$ cat src/led_mmd_id_pkg.sv
// Constants for the LED sense control and vendor identifier registers
package led_mmd_id_pkg;

	// ------------------------------------------------------------
	// Management device addresses
	// ------------------------------------------------------------
	localparam logic [4:0]  LED_MMD_ADDR            = 5'h1E;
	localparam logic [4:0]  VENDOR_MMD_ADDR         = 5'h1F;

	// ------------------------------------------------------------
	// Register addresses
	// ------------------------------------------------------------
	localparam logic [15:0] LED_DRIVE_SENSE_ADDR    = 16'h8C83;
	localparam logic [15:0] VENDOR_DEV_ID_HIGH_ADDR = 16'h0002;
	localparam logic [15:0] VENDOR_DEV_ID_LOW_ADDR  = 16'h0003;
	localparam logic [15:0] DEVICES_PRESENT_LO_ADDR = 16'h0005;
	localparam logic [15:0] DEVICES_PRESENT_HI_ADDR = 16'h0006;
	localparam logic [15:0] VENDOR_DEV_STATUS_ADDR  = 16'h0008;

	// ------------------------------------------------------------
	// Reset and constant values
	// ------------------------------------------------------------
	localparam logic [15:0] LED_DRIVE_SENSE_RESET   = 16'h0000;
	localparam logic [15:0] DEVICES_PRESENT_LO_VAL  = 16'h008B;
	localparam logic [15:0] DEVICES_PRESENT_HI_VAL  = 16'hC000;
	localparam logic [15:0] VENDOR_DEV_STATUS_VAL   = 16'h8000;
	localparam logic [15:0] UNMAPPED_READ_VAL       = 16'h0000;

	// ------------------------------------------------------------
	// Field positions
	// ------------------------------------------------------------
	localparam int          ORG_ID_LSB              = 10;
	localparam int          MODEL_LSB               = 4;
	localparam int          REVISION_LSB            = 0;
	localparam int          SENSE_SELECT_W          = 2;

	// ------------------------------------------------------------
	// Drive sense codes
	// ------------------------------------------------------------
	localparam logic [1:0]  SENSE_AUTO              = 2'h0;
	localparam logic [1:0]  SENSE_ACTIVE_HIGH       = 2'h1;
	localparam logic [1:0]  SENSE_ACTIVE_LOW        = 2'h2;

	// ------------------------------------------------------------
	// LED function codes handled here
	// ------------------------------------------------------------
	localparam logic [4:0]  FN_BLINK                = 5'h0F;
	localparam logic [4:0]  FN_HIGH_TX_LEVEL        = 5'h10;
	localparam logic [4:0]  FN_LOW_TX_LEVEL         = 5'h11;
	localparam logic [4:0]  FN_LEADER               = 5'h12;
	localparam logic [4:0]  FN_FOLLOWER             = 5'h13;
	localparam logic [4:0]  FN_LINK_CFG_MISMATCH    = 5'h14;
	localparam logic [4:0]  FN_LINK_GOOD            = 5'h15;
	localparam logic [4:0]  FN_NEGOTIATION_DONE     = 5'h16;
	localparam logic [4:0]  FN_TIMESTAMP_TIMER      = 5'h17;
	localparam logic [4:0]  FN_LOCAL_RX_OK          = 5'h18;
	localparam logic [4:0]  FN_REMOTE_RX_OK         = 5'h19;
	localparam logic [4:0]  FN_REF_CLOCK            = 5'h1A;
	localparam logic [4:0]  FN_TX_CLOCK             = 5'h1B;
	localparam logic [4:0]  FN_FAST_CLOCK           = 5'h1C;

endpackage

$ cat src/led_mmd_id_regs.sv
// LED drive sense, upper LED function decode and vendor identifier registers
// Function
// - Codes 15 to 25 pick blink, high and low transmit level, leader, follower, mismatch, link good, negotiation done, timer, local and remote receiver status.
// - Codes 26, 27 and 28 route the reference, transmit and fast internal clocks to the LED.
// - Drive sense 0 uses the sensed polarity, 1 forces active high, 2 forces active low.
// - Polarity is sensed internally by default and the host may override it by writing the sense register.
// - The sense register lives at device 0x1E address 0x8C83 and resets to zero.
// - Identifier high at device 0x1F address 0x0002 returns a fixed 16-bit value.
// - Identifier low returns organisation bits 15:10, model 9:4 and revision 3:0.
// - Devices present low reads as the constant bitmap of the basic and standard devices.
// - Devices present high reads as the constant showing both vendor devices.
// - The status field in bits 15:14 reads binary 10, meaning a device responds.
// - The status register sits at 0x0008, reads 0x8000 and its low 14 bits read zero.
// - Blink and clock codes follow their signal whatever the link state.
// - Status indicator codes show static on while the signal is high and off while low.
`timescale 1ns/1ps
`default_nettype none

module led_mmd_id_regs #(
	parameter logic [15:0] VENDOR_ID_HIGH = 16'h5A5A, // Arbitrary value
	parameter logic [5:0]  ORG_ID_BITS    = 6'h15,    // Arbitrary value
	parameter logic [5:0]  MODEL_NUMBER   = 6'h0A,    // Arbitrary value
	parameter logic [3:0]  SILICON_REV    = 4'h3      // Arbitrary value
)(
	input  wire logic        clk_i,
	input  wire logic        reset_i,
	input  wire logic [4:0]  mgmt_dev_addr_i,
	input  wire logic [15:0] mgmt_reg_addr_i,
	input  wire logic        mgmt_wr_i,
	input  wire logic        mgmt_rd_i,
	input  wire logic [15:0] mgmt_wdata_i,
	input  wire logic [4:0]  led_function_select_i,
	input  wire logic        led_lower_level_i,
	input  wire logic        led_sensed_active_high_i,
	input  wire logic        blink_i,
	input  wire logic        high_transmit_level_i,
	input  wire logic        leader_i,
	input  wire logic        follower_i,
	input  wire logic        link_config_mismatch_i,
	input  wire logic        negotiated_link_good_i,
	input  wire logic        negotiation_done_i,
	input  wire logic        timestamp_timer_i,
	input  wire logic        local_receiver_ok_i,
	input  wire logic        remote_receiver_ok_i,
	input  wire logic        reference_clock_out_i,
	input  wire logic        transmit_clock_out_i,
	input  wire logic        internal_fast_clock_out_i,
	output logic [15:0]      mgmt_rdata_o,
	output logic             mgmt_rvalid_o,
	output logic             mgmt_hit_o,
	output logic [1:0]       led_drive_sense_select_o,
	output logic             led_o
);

	// ------------------------------------------------------------
	// Address decode
	// ------------------------------------------------------------
	logic        sel_sense;
	logic        sel_id_high;
	logic        sel_id_low;
	logic        sel_pres_lo;
	logic        sel_pres_hi;
	logic        sel_status;
	logic        led_mmd;
	logic        vnd_mmd;

	assign led_mmd     = (mgmt_dev_addr_i == led_mmd_id_pkg::LED_MMD_ADDR);
	assign vnd_mmd     = (mgmt_dev_addr_i == led_mmd_id_pkg::VENDOR_MMD_ADDR);
	assign sel_sense   = led_mmd
		&& (mgmt_reg_addr_i == led_mmd_id_pkg::LED_DRIVE_SENSE_ADDR);
	assign sel_id_high = vnd_mmd
		&& (mgmt_reg_addr_i == led_mmd_id_pkg::VENDOR_DEV_ID_HIGH_ADDR);
	assign sel_id_low  = vnd_mmd
		&& (mgmt_reg_addr_i == led_mmd_id_pkg::VENDOR_DEV_ID_LOW_ADDR);
	assign sel_pres_lo = vnd_mmd
		&& (mgmt_reg_addr_i == led_mmd_id_pkg::DEVICES_PRESENT_LO_ADDR);
	assign sel_pres_hi = vnd_mmd
		&& (mgmt_reg_addr_i == led_mmd_id_pkg::DEVICES_PRESENT_HI_ADDR);
	assign sel_status  = vnd_mmd
		&& (mgmt_reg_addr_i == led_mmd_id_pkg::VENDOR_DEV_STATUS_ADDR);

	// ------------------------------------------------------------
	// Drive sense register
	// ------------------------------------------------------------
	logic [1:0]  led_drive_sense_reg;

	// Only the sense register takes writes; all others drop them
	always_ff @(posedge clk_i)
	begin
		if (reset_i)
			led_drive_sense_reg <= led_mmd_id_pkg::LED_DRIVE_SENSE_RESET[1:0];
		else if (mgmt_wr_i && sel_sense)
			led_drive_sense_reg <= mgmt_wdata_i[1:0];
	end

	always_ff @(posedge clk_i)
	begin
		if (reset_i)
			led_drive_sense_select_o <= led_mmd_id_pkg::LED_DRIVE_SENSE_RESET[1:0];
		else
			led_drive_sense_select_o <= led_drive_sense_reg;
	end

	// ------------------------------------------------------------
	// Read path
	// ------------------------------------------------------------
	logic [15:0] id_low_val;
	logic [15:0] rdata_next;
	logic        hit_next;

	assign id_low_val = (16'(ORG_ID_BITS) << led_mmd_id_pkg::ORG_ID_LSB)
		| (16'(MODEL_NUMBER) << led_mmd_id_pkg::MODEL_LSB)
		| (16'(SILICON_REV) << led_mmd_id_pkg::REVISION_LSB);

	always_comb
	begin
		rdata_next = led_mmd_id_pkg::UNMAPPED_READ_VAL;
		hit_next   = 1'b1;
		if (sel_sense)
			rdata_next = {{(16 - led_mmd_id_pkg::SENSE_SELECT_W){1'b0}},
				led_drive_sense_reg};
		else if (sel_id_high)
			rdata_next = VENDOR_ID_HIGH;
		else if (sel_id_low)
			rdata_next = id_low_val;
		else if (sel_pres_lo)
			rdata_next = led_mmd_id_pkg::DEVICES_PRESENT_LO_VAL;
		else if (sel_pres_hi)
			rdata_next = led_mmd_id_pkg::DEVICES_PRESENT_HI_VAL;
		else if (sel_status)
			rdata_next = led_mmd_id_pkg::VENDOR_DEV_STATUS_VAL;
		else
			hit_next = 1'b0;
	end

	// Answer one cycle after the read strobe; unmapped reads give zero
	always_ff @(posedge clk_i)
	begin
		if (reset_i)
		begin
			mgmt_rdata_o  <= 16'h0000;
			mgmt_rvalid_o <= 1'b0;
			mgmt_hit_o    <= 1'b0;
		end
		else
		begin
			mgmt_rvalid_o <= mgmt_rd_i;
			if (mgmt_rd_i)
			begin
				mgmt_rdata_o <= rdata_next;
				mgmt_hit_o   <= hit_next;
			end
		end
	end

	// ------------------------------------------------------------
	// LED function decode
	// ------------------------------------------------------------
	logic        led_level;
	logic        active_high;

	// No link qualification: every code follows its signal directly
	always_comb
	begin
		unique case (led_function_select_i)
			led_mmd_id_pkg::FN_BLINK:             led_level = blink_i;
			led_mmd_id_pkg::FN_HIGH_TX_LEVEL:     led_level = high_transmit_level_i;
			led_mmd_id_pkg::FN_LOW_TX_LEVEL:      led_level = ~high_transmit_level_i;
			led_mmd_id_pkg::FN_LEADER:            led_level = leader_i;
			led_mmd_id_pkg::FN_FOLLOWER:          led_level = follower_i;
			led_mmd_id_pkg::FN_LINK_CFG_MISMATCH: led_level = link_config_mismatch_i;
			led_mmd_id_pkg::FN_LINK_GOOD:         led_level = negotiated_link_good_i;
			led_mmd_id_pkg::FN_NEGOTIATION_DONE:  led_level = negotiation_done_i;
			led_mmd_id_pkg::FN_TIMESTAMP_TIMER:   led_level = timestamp_timer_i;
			led_mmd_id_pkg::FN_LOCAL_RX_OK:       led_level = local_receiver_ok_i;
			led_mmd_id_pkg::FN_REMOTE_RX_OK:      led_level = remote_receiver_ok_i;
			led_mmd_id_pkg::FN_REF_CLOCK:         led_level = reference_clock_out_i;
			led_mmd_id_pkg::FN_TX_CLOCK:          led_level = transmit_clock_out_i;
			led_mmd_id_pkg::FN_FAST_CLOCK:        led_level = internal_fast_clock_out_i;
			// Codes below 15 come from the activity controller; 29 to 31 too
			default:                              led_level = led_lower_level_i;
		endcase
	end

	// Value 3 is reserved and falls back to the sensed polarity
	always_comb
	begin
		unique case (led_drive_sense_reg)
			led_mmd_id_pkg::SENSE_ACTIVE_HIGH: active_high = 1'b1;
			led_mmd_id_pkg::SENSE_ACTIVE_LOW:  active_high = 1'b0;
			default:                           active_high = led_sensed_active_high_i;
		endcase
	end

	// Clock codes are sampled at 100 MHz, so the fast clock aliases
	always_ff @(posedge clk_i)
	begin
		if (reset_i)
			led_o <= 1'b0;
		else
			led_o <= active_high ? led_level : ~led_level;
	end

endmodule

`default_nettype wire

$ cat config.mk
export PLATFORM = sky130hd
export DESIGN_NAME = led_mmd_id_regs
export DESIGN_NICKNAME = d
export VERILOG_FILES = /design/src/led_mmd_id_pkg.sv /design/src/led_mmd_id_regs.sv
export SDC_FILE = /design/constraint.sdc
export NUM_CORES = 1
export LEC_CHECK = 0
export BUFFER_PORTS_ARGS = -buffer_cell sky130_fd_sc_hd__clkbuf_2
export CAP_MARGIN = 10
export CORE_AREA = 2 2 55 57
export DETAILED_ROUTE_END_ITERATION = 10
export DIE_AREA = 0 0 57 59
export PLACE_DENSITY = 0.86
export SETUP_SLACK_MARGIN = 0.5
export SYNTH_ARGS = -nofsm -noshare
export SYNTH_HDL_FRONTEND = slang
export SYNTH_SLANG_ARGS = --single-unit
$ cat constraint.sdc
create_clock -name clk_i -period 2.6 [get_ports clk_i]
set_input_delay 0.52 -clock clk_i [delete_from_list [all_inputs] [get_ports clk_i]]
set_output_delay 0.52 -clock clk_i [all_outputs]
set_load 0.02 [all_outputs]
-- Word level (Yosys, flattened, before mapping)
Cells that the tools add are included.
- logic and storage cells: 54
- register bits after elaboration: 23
- input bits: 61
- mux-type cells: 15
- equality and inequality tests: 24
- bitwise logic cells: 2
- reduce and logical (&&, ||, !) cells: 7
- operators by type and width (operator ; count):
    16-bit two-way mux ; 6
    5-bit == test, second input constant ; 15
    16-bit by 2-bit == test with 1-bit output, second input constant ; 2
    16-bit by 3-bit == test with 1-bit output, second input constant ; 2
    16-bit == test, second input constant ; 1
    16-bit by 4-bit == test with 1-bit output, second input constant ; 1
    1-bit one-hot mux with 14 select lines ; 1
    1-bit logical AND ; 7
    1-bit two-way mux ; 7
    5-bit by 4-bit == test with 1-bit output, second input constant ; 1
    2-bit by 1-bit == test with 1-bit output, second input constant ; 1
    2-bit == test, second input constant ; 1
    1-bit inverter ; 2
    1-bit one-hot mux with 2 select lines ; 1

-- Longest topological paths before layout
Gate-level depths: netlist (run 1).
- depth in word-level cells: 8
- gate-level depth with buffers: 6
- gate-level depth less buffers: 5

-- Worst setup path after synthesis (run 1)
Ideal clock, no wire load.
- kind: input-to-reg
- start: input port led_function_select_i[0]
- end: register led_o
- slack: 0.787 ns
- stages: 5
- path buffers: 0
- setup time: 0.123 ns
- arrival time: 1.689 ns
- path through: or4bb_1 -> a21oi_1 -> o21ai_1 -> a31oi_1 -> mux2_1
- word-level cells in the longest chain between the ends: 4
- ends and longest elaborated chain (what ; line ; text):
    start: declaration ; led_mmd_id_regs.sv:32 ; input wire logic [4:0] led_function_select_i,
    5-bit == test / 5-bit by 4-bit == test with 1-bit output (equally long branches) ; led_mmd_id_regs.sv:165 ; unique case (led_function_select_i)
    1-bit one-hot mux with 14 select lines * ; led_mmd_id_regs.sv:165 ;
    1-bit inverter ; led_mmd_id_regs.sv:201 ; led_o <= active_high ? led_level : ~led_level;
    1-bit two-way mux * ; led_mmd_id_regs.sv:201 ;
    end signal: assignment ; led_mmd_id_regs.sv:201 ;
    end: declaration ; led_mmd_id_regs.sv:52 ; output logic led_o
Every way passes the cells marked *; elsewhere a longest branch is shown, timed or not.
A chain may end at the register's enable or synchronous reset.

-- Final worst setup path (run 1)
Same ends and word-level chain as after synthesis.

==> flow_summary_export.csv, run 1 <==
group,metric,value,unit
synth,yosys.area.top_type,"dfxtp_1",
synth,ys_seq_elements,16,
sta,period_minus_slack,1.78,ns
place,routabilityCongestion,0.746,
route,dr.pass1.iters,4,
synth,avgSynthCellArea,8.42,µm²
final_layout,largest_reg_flops,9,
power,leakagePower,0.000633,µW
clocking,cts_buffers,3,
synth,yosysWarnings,0,
clocking,cts-root-buf,"clkbuf_4",
route,vias,1170,
critical_path,start_kind,"primary input",
sta,slew_violations,0,
critical_path,r2r_start,"led_drive_sense_reg[1]",
sta,setup-tns-final,0,ns
sta,rsz0062_at_grt,"no",
sta,skew,0.00426,ns
global_route,grt_usage,16.3,%
power,ir_worst_vdd,0.000359,V
worst_hold_path,worstHoldEndpoint,"led_drive_sense_reg[0]",
place,pre_cts_slack,0.508,ns
critical_path,reg2reg_to,"led_o",
synth,seq_area_frac_synth,28.2,%
final_layout,antenna_cells,0,
route,wl_met1,1040,µm
job,cap_violations,0,
route,met2_length,1360,µm
synth,synth-edff-count,0,
route,avgRoutedWirePerCell,11.7,µm
route,top_layer,"met3",
place,dp_cells,216,
sta,fin_ws,0.819,ns
final_layout,multiInputGateArea,723,µm²
clocking,clock_sinks,16,
global_route,gr-total-overflow,0,
clocking,clk_latency,0.28,ns
worst_hold_path,hold_path.startpoint,"mgmt_wdata_i[0]",
sta,fmax,0.561,GHz
global_route,grt_pass1_vias,1114,
critical_path,reg2reg_slack,1.24,ns
critical_path,critPathMaxFanout,13,
global_route,grt_pass1_wl,4440,µm
worst_hold_path,hold_path_depth,3,
critical_path,worstSetupEndpointType,"flip-flop",
die,die_x,57,µm
route,drc,0,
clocking,h-tree-depth,1,
die,initial_core_util,41.9,%
clocking,cts_resized,0,
die,die_area,3360,µm²
power,pwr_density_cell,367,nW/µm²
route,routed-wl-met3,174,µm
sta,fin_crit_sh,68.5,%
synth,synth_cell_types,46,
synth,synthArstFlopShare,0,%
sta,finalSetupViolCount,0,
route,ant_nets,0,
clocking,postCtsSetupRepairBufs,0,
die,core_area,2710,µm²
route,viasPerCell,5.32,
critical_path,r2r_cells,5,
final_layout,regArea,320,µm²
clocking,cts_tree,"done",
place,io_buffers,64,
synth,synthFlopType,"dfxtp_1",
global_route,antenna_found_initial,0,
sta,finalHoldViolCount,0,
run_status,run_status,"complete, no violations",
final_layout,drive_gt1_share,38.6,%
final_layout,area_growth,27.3,%
final_layout,fin_nets,252,
synth,synth_top_area_share,28.2,%
die,io_pins,82,
synth,synthesis.area,1140,µm²
synth,syn_inst,135,
final_layout,fill_cells,276,
route,wirelength,2570,µm
critical_path,cp.required,2.77,ns
worst_hold_path,min_path_type,"in -> reg",
critical_path,crit_type,"in -> reg",
final_layout,final_cells,220,
place,detailed_place_hpwl,2060,µm
synth,yosys-top-cells-area,"dfxtp_1 (28%), nand2b_1 (5.5%), a21oi_1 (5.3%)",
critical_path,cp.arrival,1.96,ns
clocking,ctsLongestPathBuffers,2,
clocking,holdBufCountCts,0,
route,drt_iter0_drc,23,
die,std_cell_rows,19,
clocking,clk_pin_slew_worst_paths,0.09,ns
power,power,531,µW
global_route,grt_max_degree,22,
die,die_h,59,µm
[worst max-delay path by stage]
stage	from	end	slack, ns	cells past startpoint
2_1_floorplan	led_function_select_i[0]	led_o	0.79	5
3_3_place_gp	led_function_select_i[0]	led_o	0.50	6
3_5_place_dp	led_function_select_i[0]	led_o	0.51	6
4_1_cts	mgmt_reg_addr_i[8]	mgmt_rdata_o[1]	0.82	6
5_1_grt	led_function_select_i[3]	led_o	0.59	6
6_report	led_function_select_i[0]	led_o	0.82	6
[cells by family after synthesis]
logic type	Yosys count	synth area share (%)
flops	16	28.2
other cells	1	0.330
mux	5	4.52
buf+inv	18	8.81
xor+xnor	1	0.771
simple gates	60	37.3
compound gates	33	18.9
fa+ha+maj	1	1.10
[cells in the mapped netlist, types with 2 or more instances]
library cell / n
a211oi_1: 5
a21oi_1: 12
a22oi_1: 2
buf_2: 2
buf_4: 8
clkbuf_1: 5
dfxtp_1: 16
inv_1: 2
mux2i_1: 4
nand2_1: 6
nand2b_1: 10
nand3_1: 8
nand3b_1: 2
nand4_1: 3
nand4b_1: 6
nand4bb_1: 2
nor2_1: 7
nor2b_1: 4
nor4_1: 2
o211ai_1: 2
o21ai_0: 2
[metal layers]
metal | global-route usage (%) | vias to the layer above
met5 | 0 | -
met4 | 6.64 | 0
met3 | 3.93 | 0
met2 | 30.5 | 42
met1 | 17.7 | 524
li1 | - | 604
[layout by cell type (no fill, tap or decap), types with 4 or more instances in the layout]
master	count
a21oi_1	12
nand2b_1	10
dfxtp_1	16
clkbuf_2	64
nand3_1	8
mux2i_1	4
nand2_1	6
nand4b_1	6
a211oi_1	5
nor2_1	7
nor2b_1	4
[stage by stage]
step	utilization (%)	hold slack, ns	cell area, µm²
2_1_floorplan	-	0.456	1140
3_3_place_gp	52.0	0.456	1410
3_5_place_dp	52.0	0.458	1410
4_1_cts	53.4	0.457	1450
5_1_grt	53.4	0.461	1450
6_report	53.4	0.463	1450
[area by class of cell]
| class | count | share of cell area, % |
|---|---|---|
| Clock buffer | 4 | 2.51 |
| Tap cell | 31 | 2.68 |
| Inverter | 2 | 0.519 |
| Timing Repair Buffer | 64 | 22.1 |
| Sequential cell | 16 | 22.1 |
| Multi-Input combinational cell | 103 | 50.0 |
[where the power goes]
group	total (µW)	switching [µW]	internal [µW]
clock	162	77.2	85.2
combinational	117	63.4	53.3
sequential	252	2.08	250
total	531	143	388
[critical path, cell delays in order]
cell,delay (ns)
clkbuf_2,0.18
or4bb_1,0.52
a21oi_1,0.13
o21ai_1,0.07
a31oi_1,0.20
mux2_1,0.33
(Power assumes the default switching activity.)
==> inputs of run 2 (changes only) <==
CORE_AREA = 2 2 60 62   (was 2 2 55 57)
DIE_AREA = 0 0 62 64   (was 0 0 57 59)
PLACE_DENSITY = 0.77   (was 0.86)
clock period = 1.6 ns   (was 2.6 ns; I/O delays follow)
==> run 2 against run 1 <==
Effect of this change:
- clock-buffer cell count fell by 1
- cell count increased by 17%
- via count grew 9.1%
- sequential power increased by 62%
- sequential share of layout area shrank 4.4 points
- power grew 65%
- largest cell class unchanged
==> flow_summary_export.csv, run 2 (same netlist as run 1, synthesis figures left out) <==
group,metric,value,unit
job,cap_violations,0,
clocking,cts_tree,"done",
critical_path,slowest_delay,0.51,ns
power,swShare,28.2,%
final_layout,fin_nets,275,
route,viasPerCell,4.96,
sta,timing.hold.ws,0.262,ns
route,dr.pass1.iters,4,
power,seq_power_share,46.5,%
critical_path,crit_path_top_delay_cell,"or4bb_1",
power,pwr-share-clk,23.7,%
power,power,876,µW
sta,period_minus_slack,1.50,ns
final_layout,antenna_cells,0,
power,intPower,629,µW
critical_path,cp.arrival,1.67,ns
critical_path,crit_type,"in -> reg",
global_route,grt_pass1_wl,4890,µm
clocking,cts_buffers,3,
clocking,ctsLongestPathBuffers,2,
worst_hold_path,min_path_type,"in -> reg",
clocking,clk_pin_slew_worst_paths,0.09,ns
place,io_buffers,64,
die,core_area,3280,µm²
sta,setup-tns-final,0,ns
sta,slew_violations,0,
route,vias,1276,
clocking,holdBufCountCts,0,
final_layout,drive_gt1_share,56.4,%
power,leakagePower,0.000820,µW
power,pwr_density_cell,455,nW/µm²
sta,fmax,0.669,GHz
sta,finalHoldViolCount,0,
clocking,clock_sinks,16,
final_layout,utilization,58.6,%
critical_path,path_cells,"buf_12 > or4bb_1 > a21oi_2 > o21ai_1 > a31oi_1 > mux2_1",
run_status,run_status,"complete, no violations",
global_route,antenna_found_initial,0,
die,die_x,62,µm
critical_path,critPathMaxFanout,3,
route,ant_nets,0,
clocking,cts-root-buf,"clkbuf_4",
final_layout,largest_reg_flops,9,
die,die_h,64,µm
global_route,gr-total-overflow,0,
final_layout,layout_commonest_cell,"clkbuf_2",
place,routabilityCongestion,0.814,
die,die_area,3970,µm²
route,wirelength,3300,µm
die,std_cell_rows,21,
global_route,grt_usage,16.2,%
clocking,h-tree-depth,1,
global_route,grt_pass1_vias,1125,
route,drc,0,
sta,rsz0062_at_grt,"yes",
power,combPwrFrac,29.7,%
critical_path,critPathBufInv,1,
clocking,clk_latency,0.28,ns
critical_path,cp.required,1.78,ns
route,avgRoutedWirePerCell,12.8,µm
die,initial_core_util,34.6,%
critical_path,crit_family,"simple AND/OR/NAND/NOR gates",
power,p_switching,247,µW
power,ir_worst_vdd,0.000326,V
critical_path,start_kind,"primary input",
critical_path,worstSetupEndpointType,"flip-flop",
sta,finalSetupViolCount,0,
route,drt_iter0_drc,30,
sta,fin_crit_sh,93.5,%
critical_path,reg2reg_slack,0.22,ns
global_route,grt_max_degree,22,
die,io_pins,82,
sta,skew,0.000298,ns
final_layout,area_growth,69.4,%
final_layout,mostFrequentLayoutCells,"clkbuf_2 (41), buf_4 (22), buf_8 (15)",
place,detailed_place_hpwl,2230,µm
run 2: through the flow:
step / instances / instance area, µm² / worst slack [ns]
floorplan: 137 / 1160 / 0.0204
global placement: 249 / 1580 / -0.212
detailed placement: 249 / 1580 / -0.249
CTS: 253 / 1780 / 0.115
global route: 257 / 1920 / 0.0477
finish: 257 / 1920 / 0.104
run 2: final timing paths:
check,from,cells after the start,end
max reg2reg,led_drive_sense_reg[1],5,led_o
min reg2reg,mgmt_rdata_o[7],2,mgmt_rdata_o[7]
min,mgmt_wdata_i[0],3,led_drive_sense_reg[0]
max,led_function_select_i[2],6,led_o
run 2: final cells by class:
type,instances,area (µm²)
clock buffer,3,22.5
fill,294,1360
inverter,2,7.51
multi-input combinational,103,796
sequential,16,342
tap,46,57.6
timing repair buffer,87,699
run 2: power by group through the flow:
| stage | Clock (µW) | Combinational, µW | Sequential [µW] |
|---|---|---|---|
| 6_report | 208 | 260 | 408 |
| 5_1_grt | 244 | 282 | 409 |
| 4_1_cts | 213 | 235 | 408 |
| 3_5_place_dp | 0 | 224 | 418 |
| 3_3_place_gp | 0 | 220 | 418 |
| 2_1_floorplan | 0 | 104 | 427 |
run 2: worst reg2reg max path, delay by kind of cell, from the launching register on:
family	cells	cell delay (ns)
multiplexers	2	0.51
flip-flops	1	0.34
AND/OR/NAND/NOR	1	0.06
adder cells (fa/ha/maj)	1	0.29
buffers and inverters	1	0.08
run 2: layer usage:
layer | up-vias | part of all wire (%) | GRT usage (%)
met1 | 587 | 40 | 19.6
met3 | 4 | 3.7 | 4.25
met2 | 35 | 55 | 28.1
met5 | - | 0 | 0
li1 | 650 | - | -
met4 | 0 | 1.0 | 2.66
run 2: what timing repair did:
action,CTS,global route
setup buffers,1,4
resized for setup,40,54
endpoints found under the setup margin,27,31
pin swaps,5,12
==> inputs of run 3 (changes only) <==
CORE_AREA = 2 2 43 85   (was 2 2 60 62)
DIE_AREA = 0 0 45 87   (was 0 0 62 64)
PLACE_DENSITY = 0.78   (was 0.77)
==> run 3 against run 2 <==
Effect of this change:
- the run now ends with setup timing left
- fmax decreased by 7.7%
- global-route usage decreased by 1.3 points
- setup slack got worse by 0.13 ns
- sequential cell count unchanged
- sequential power about the same
- critical endpoint unchanged
- largest cell class unchanged
==> flow_summary_export.csv, run 3 (same netlist as run 1, synthesis figures left out) <==
group,metric,value,unit
place,dp_cells,234,
clocking,clk_pin_slew_worst_paths,0.06,ns
final_layout,layout_commonest_cell,"clkbuf_2",
critical_path,crit_path_top_delay_cell,"or3b_1",
global_route,grt_max_degree,22,
critical_path,cp.required,1.74,ns
place,routabilityCongestion,0.735,
place,io_buffers,64,
global_route,gr-total-overflow,0,
final_layout,area_growth,54.2,%
power,power,1000,µW
final_layout,drive_gt1_share,48.1,%
clocking,cts_buffers,3,
critical_path,cp.arrival,1.76,ns
critical_path,slowest_delay,0.40,ns
route,drt_iter0_drc,23,
route,wirelength,3010,µm
die,std_cell_rows,30,
sta,skew,0.000327,ns
clocking,clk_latency,0.25,ns
place,detailed_place_hpwl,2290,µm
die,core_area,3300,µm²
power,ir_worst_vdd,0.000338,V
sta,fin_ws,-0.0214,ns
run_status,run_status,"finished, violations left",
route,drc,0,
die,die_h,87,µm
run_status,violations,"setup timing",
sta,rsz0062_at_grt,"yes",
clocking,holdBufCountCts,0,
route,ant_nets,0,
sta,finalHoldViolCount,0,
critical_path,crit_type,"in -> reg",
critical_path,reg2reg_slack,0.19,ns
clocking,ctsLongestPathBuffers,2,
route,avgRoutedWirePerCell,12.5,µm
final_layout,mostFrequentLayoutCells,"clkbuf_2 (48), buf_4 (19), dfxtp_1 (14)",
die,io_pins,82,
power,leakagePower,0.000779,µW
route,viasPerCell,5.33,
sta,period_minus_slack,1.62,ns
clocking,clock_sinks,16,
final_layout,fin_nets,271,
critical_path,critPathBufInv,1,
route,vias,1279,
sta,fmax,0.617,GHz
critical_path,critPathMaxFanout,6,
job,cap_violations,0,
clocking,h-tree-depth,1,
critical_path,worstSetupEndpointType,"flip-flop",
worst_hold_path,min_path_type,"in -> reg",
place,place_area,1560,µm²
route,dr.pass1.iters,4,
critical_path,start_kind,"primary input",
global_route,grt_usage,14.9,%
clocking,cts-root-buf,"clkbuf_8",
final_layout,utilization,53.0,%
sta,timing.hold.ws,0.299,ns
final_layout,antenna_cells,0,
global_route,antenna_found_initial,0,
die,die_x,45,µm
final_layout,design_area,1750,µm²
global_route,grt_pass1_vias,1138,
power,pwr_density_cell,573,nW/µm²
sta,finalSetupViolCount,1,
final_layout,largest_reg_flops,9,
final_layout,final_cells,240,
sta,slew_violations,0,
sta,fin_crit_sh,101,%
final_layout,fill_cells,317,
critical_path,crit_family,"compound AO/OA/AOI/OAI gates",
critical_path,path_cells,"clkbuf_2 > or3b_1 > a211oi_1 > o21ai_1 > a31oi_1 > mux2_1",
die,initial_core_util,34.4,%
global_route,grt_pass1_wl,4530,µm
clocking,cts_tree,"done",
die,die_area,3920,µm²
-- run 3: changes by cell type in the layout (fill, tap and decap cells not counted), moves of 3 or more --
cell      delta
buf_2        +4
buf_4        -3
buf_6        -3
buf_8       -11
clkbuf_2     +7
clkbuf_8     +5
dfxtp_1     +11
dfxtp_2     -10
-- run 3: layer usage --
layer | vias to the layer above | wire (µm) | GRT usage (%)
li1 | 637 | - | -
met1 | 580 | 1210 | 17.2
met2 | 58 | 1540 | 24.9
met3 | 4 | 199 | 2.28
met4 | 0 | 53 | 8.29
met5 | - | 0 | 0
-- run 3: metrics by stage --
step	worst slack, ns	setup TNS, ns
after floorplan	0.0204	0
after global placement	-0.197	-0.197
after detailed placement	-0.215	-0.320
after CTS	0.0652	0
after global routing	-0.0961	-0.0961
final	-0.0214	-0.0214
-- run 3: worst paths after layout --
path                                                from                     end  cells after the start
worst max-delay path            led_function_select_i[1]                   led_o                      6
worst max register to register    led_drive_sense_reg[1]                   led_o                      5
worst min-delay path                     mgmt_wdata_i[1]  led_drive_sense_reg[1]                      3
worst min register to register          mgmt_rdata_o[15]        mgmt_rdata_o[15]                      2
-- run 3: power by group --
group	switching (µW)	internal [µW]
clock	139	219
sequential	3.05	404
combinational	118	121
total	259	744
-- run 3: layout make-up --
| cell class | instances | area (µm²) | area share, % |
|---|---|---|---|
| clock buffer | 4 | 55.1 | 3.14 |
| inverter | 2 | 7.51 | 0.429 |
| multi-input combinational | 103 | 769 | 43.9 |
| sequential | 16 | 325 | 18.6 |
| tap | 32 | 40.0 | 2.29 |
| timing repair buffer | 83 | 554 | 31.6 |
-- run 3: what timing repair did --
| item | 4_1_cts | 5_1_grt |
|---|---|---|
| gates cloned | 0 | 0 |
| pin swaps | 6 | 8 |
| resized for setup | 18 | 27 |
| buffers inserted | 0 | 2 |
| endpoints found under the setup margin | 19 | 23 |
-- run 3: worst min-delay path: cells and delay by family --
kind                   cells  cell delay [ns]
and+or+nand+nor            1             0.05
buffers and inverters      1             0.08
AOI/OAI and AO/OA          1             0.05
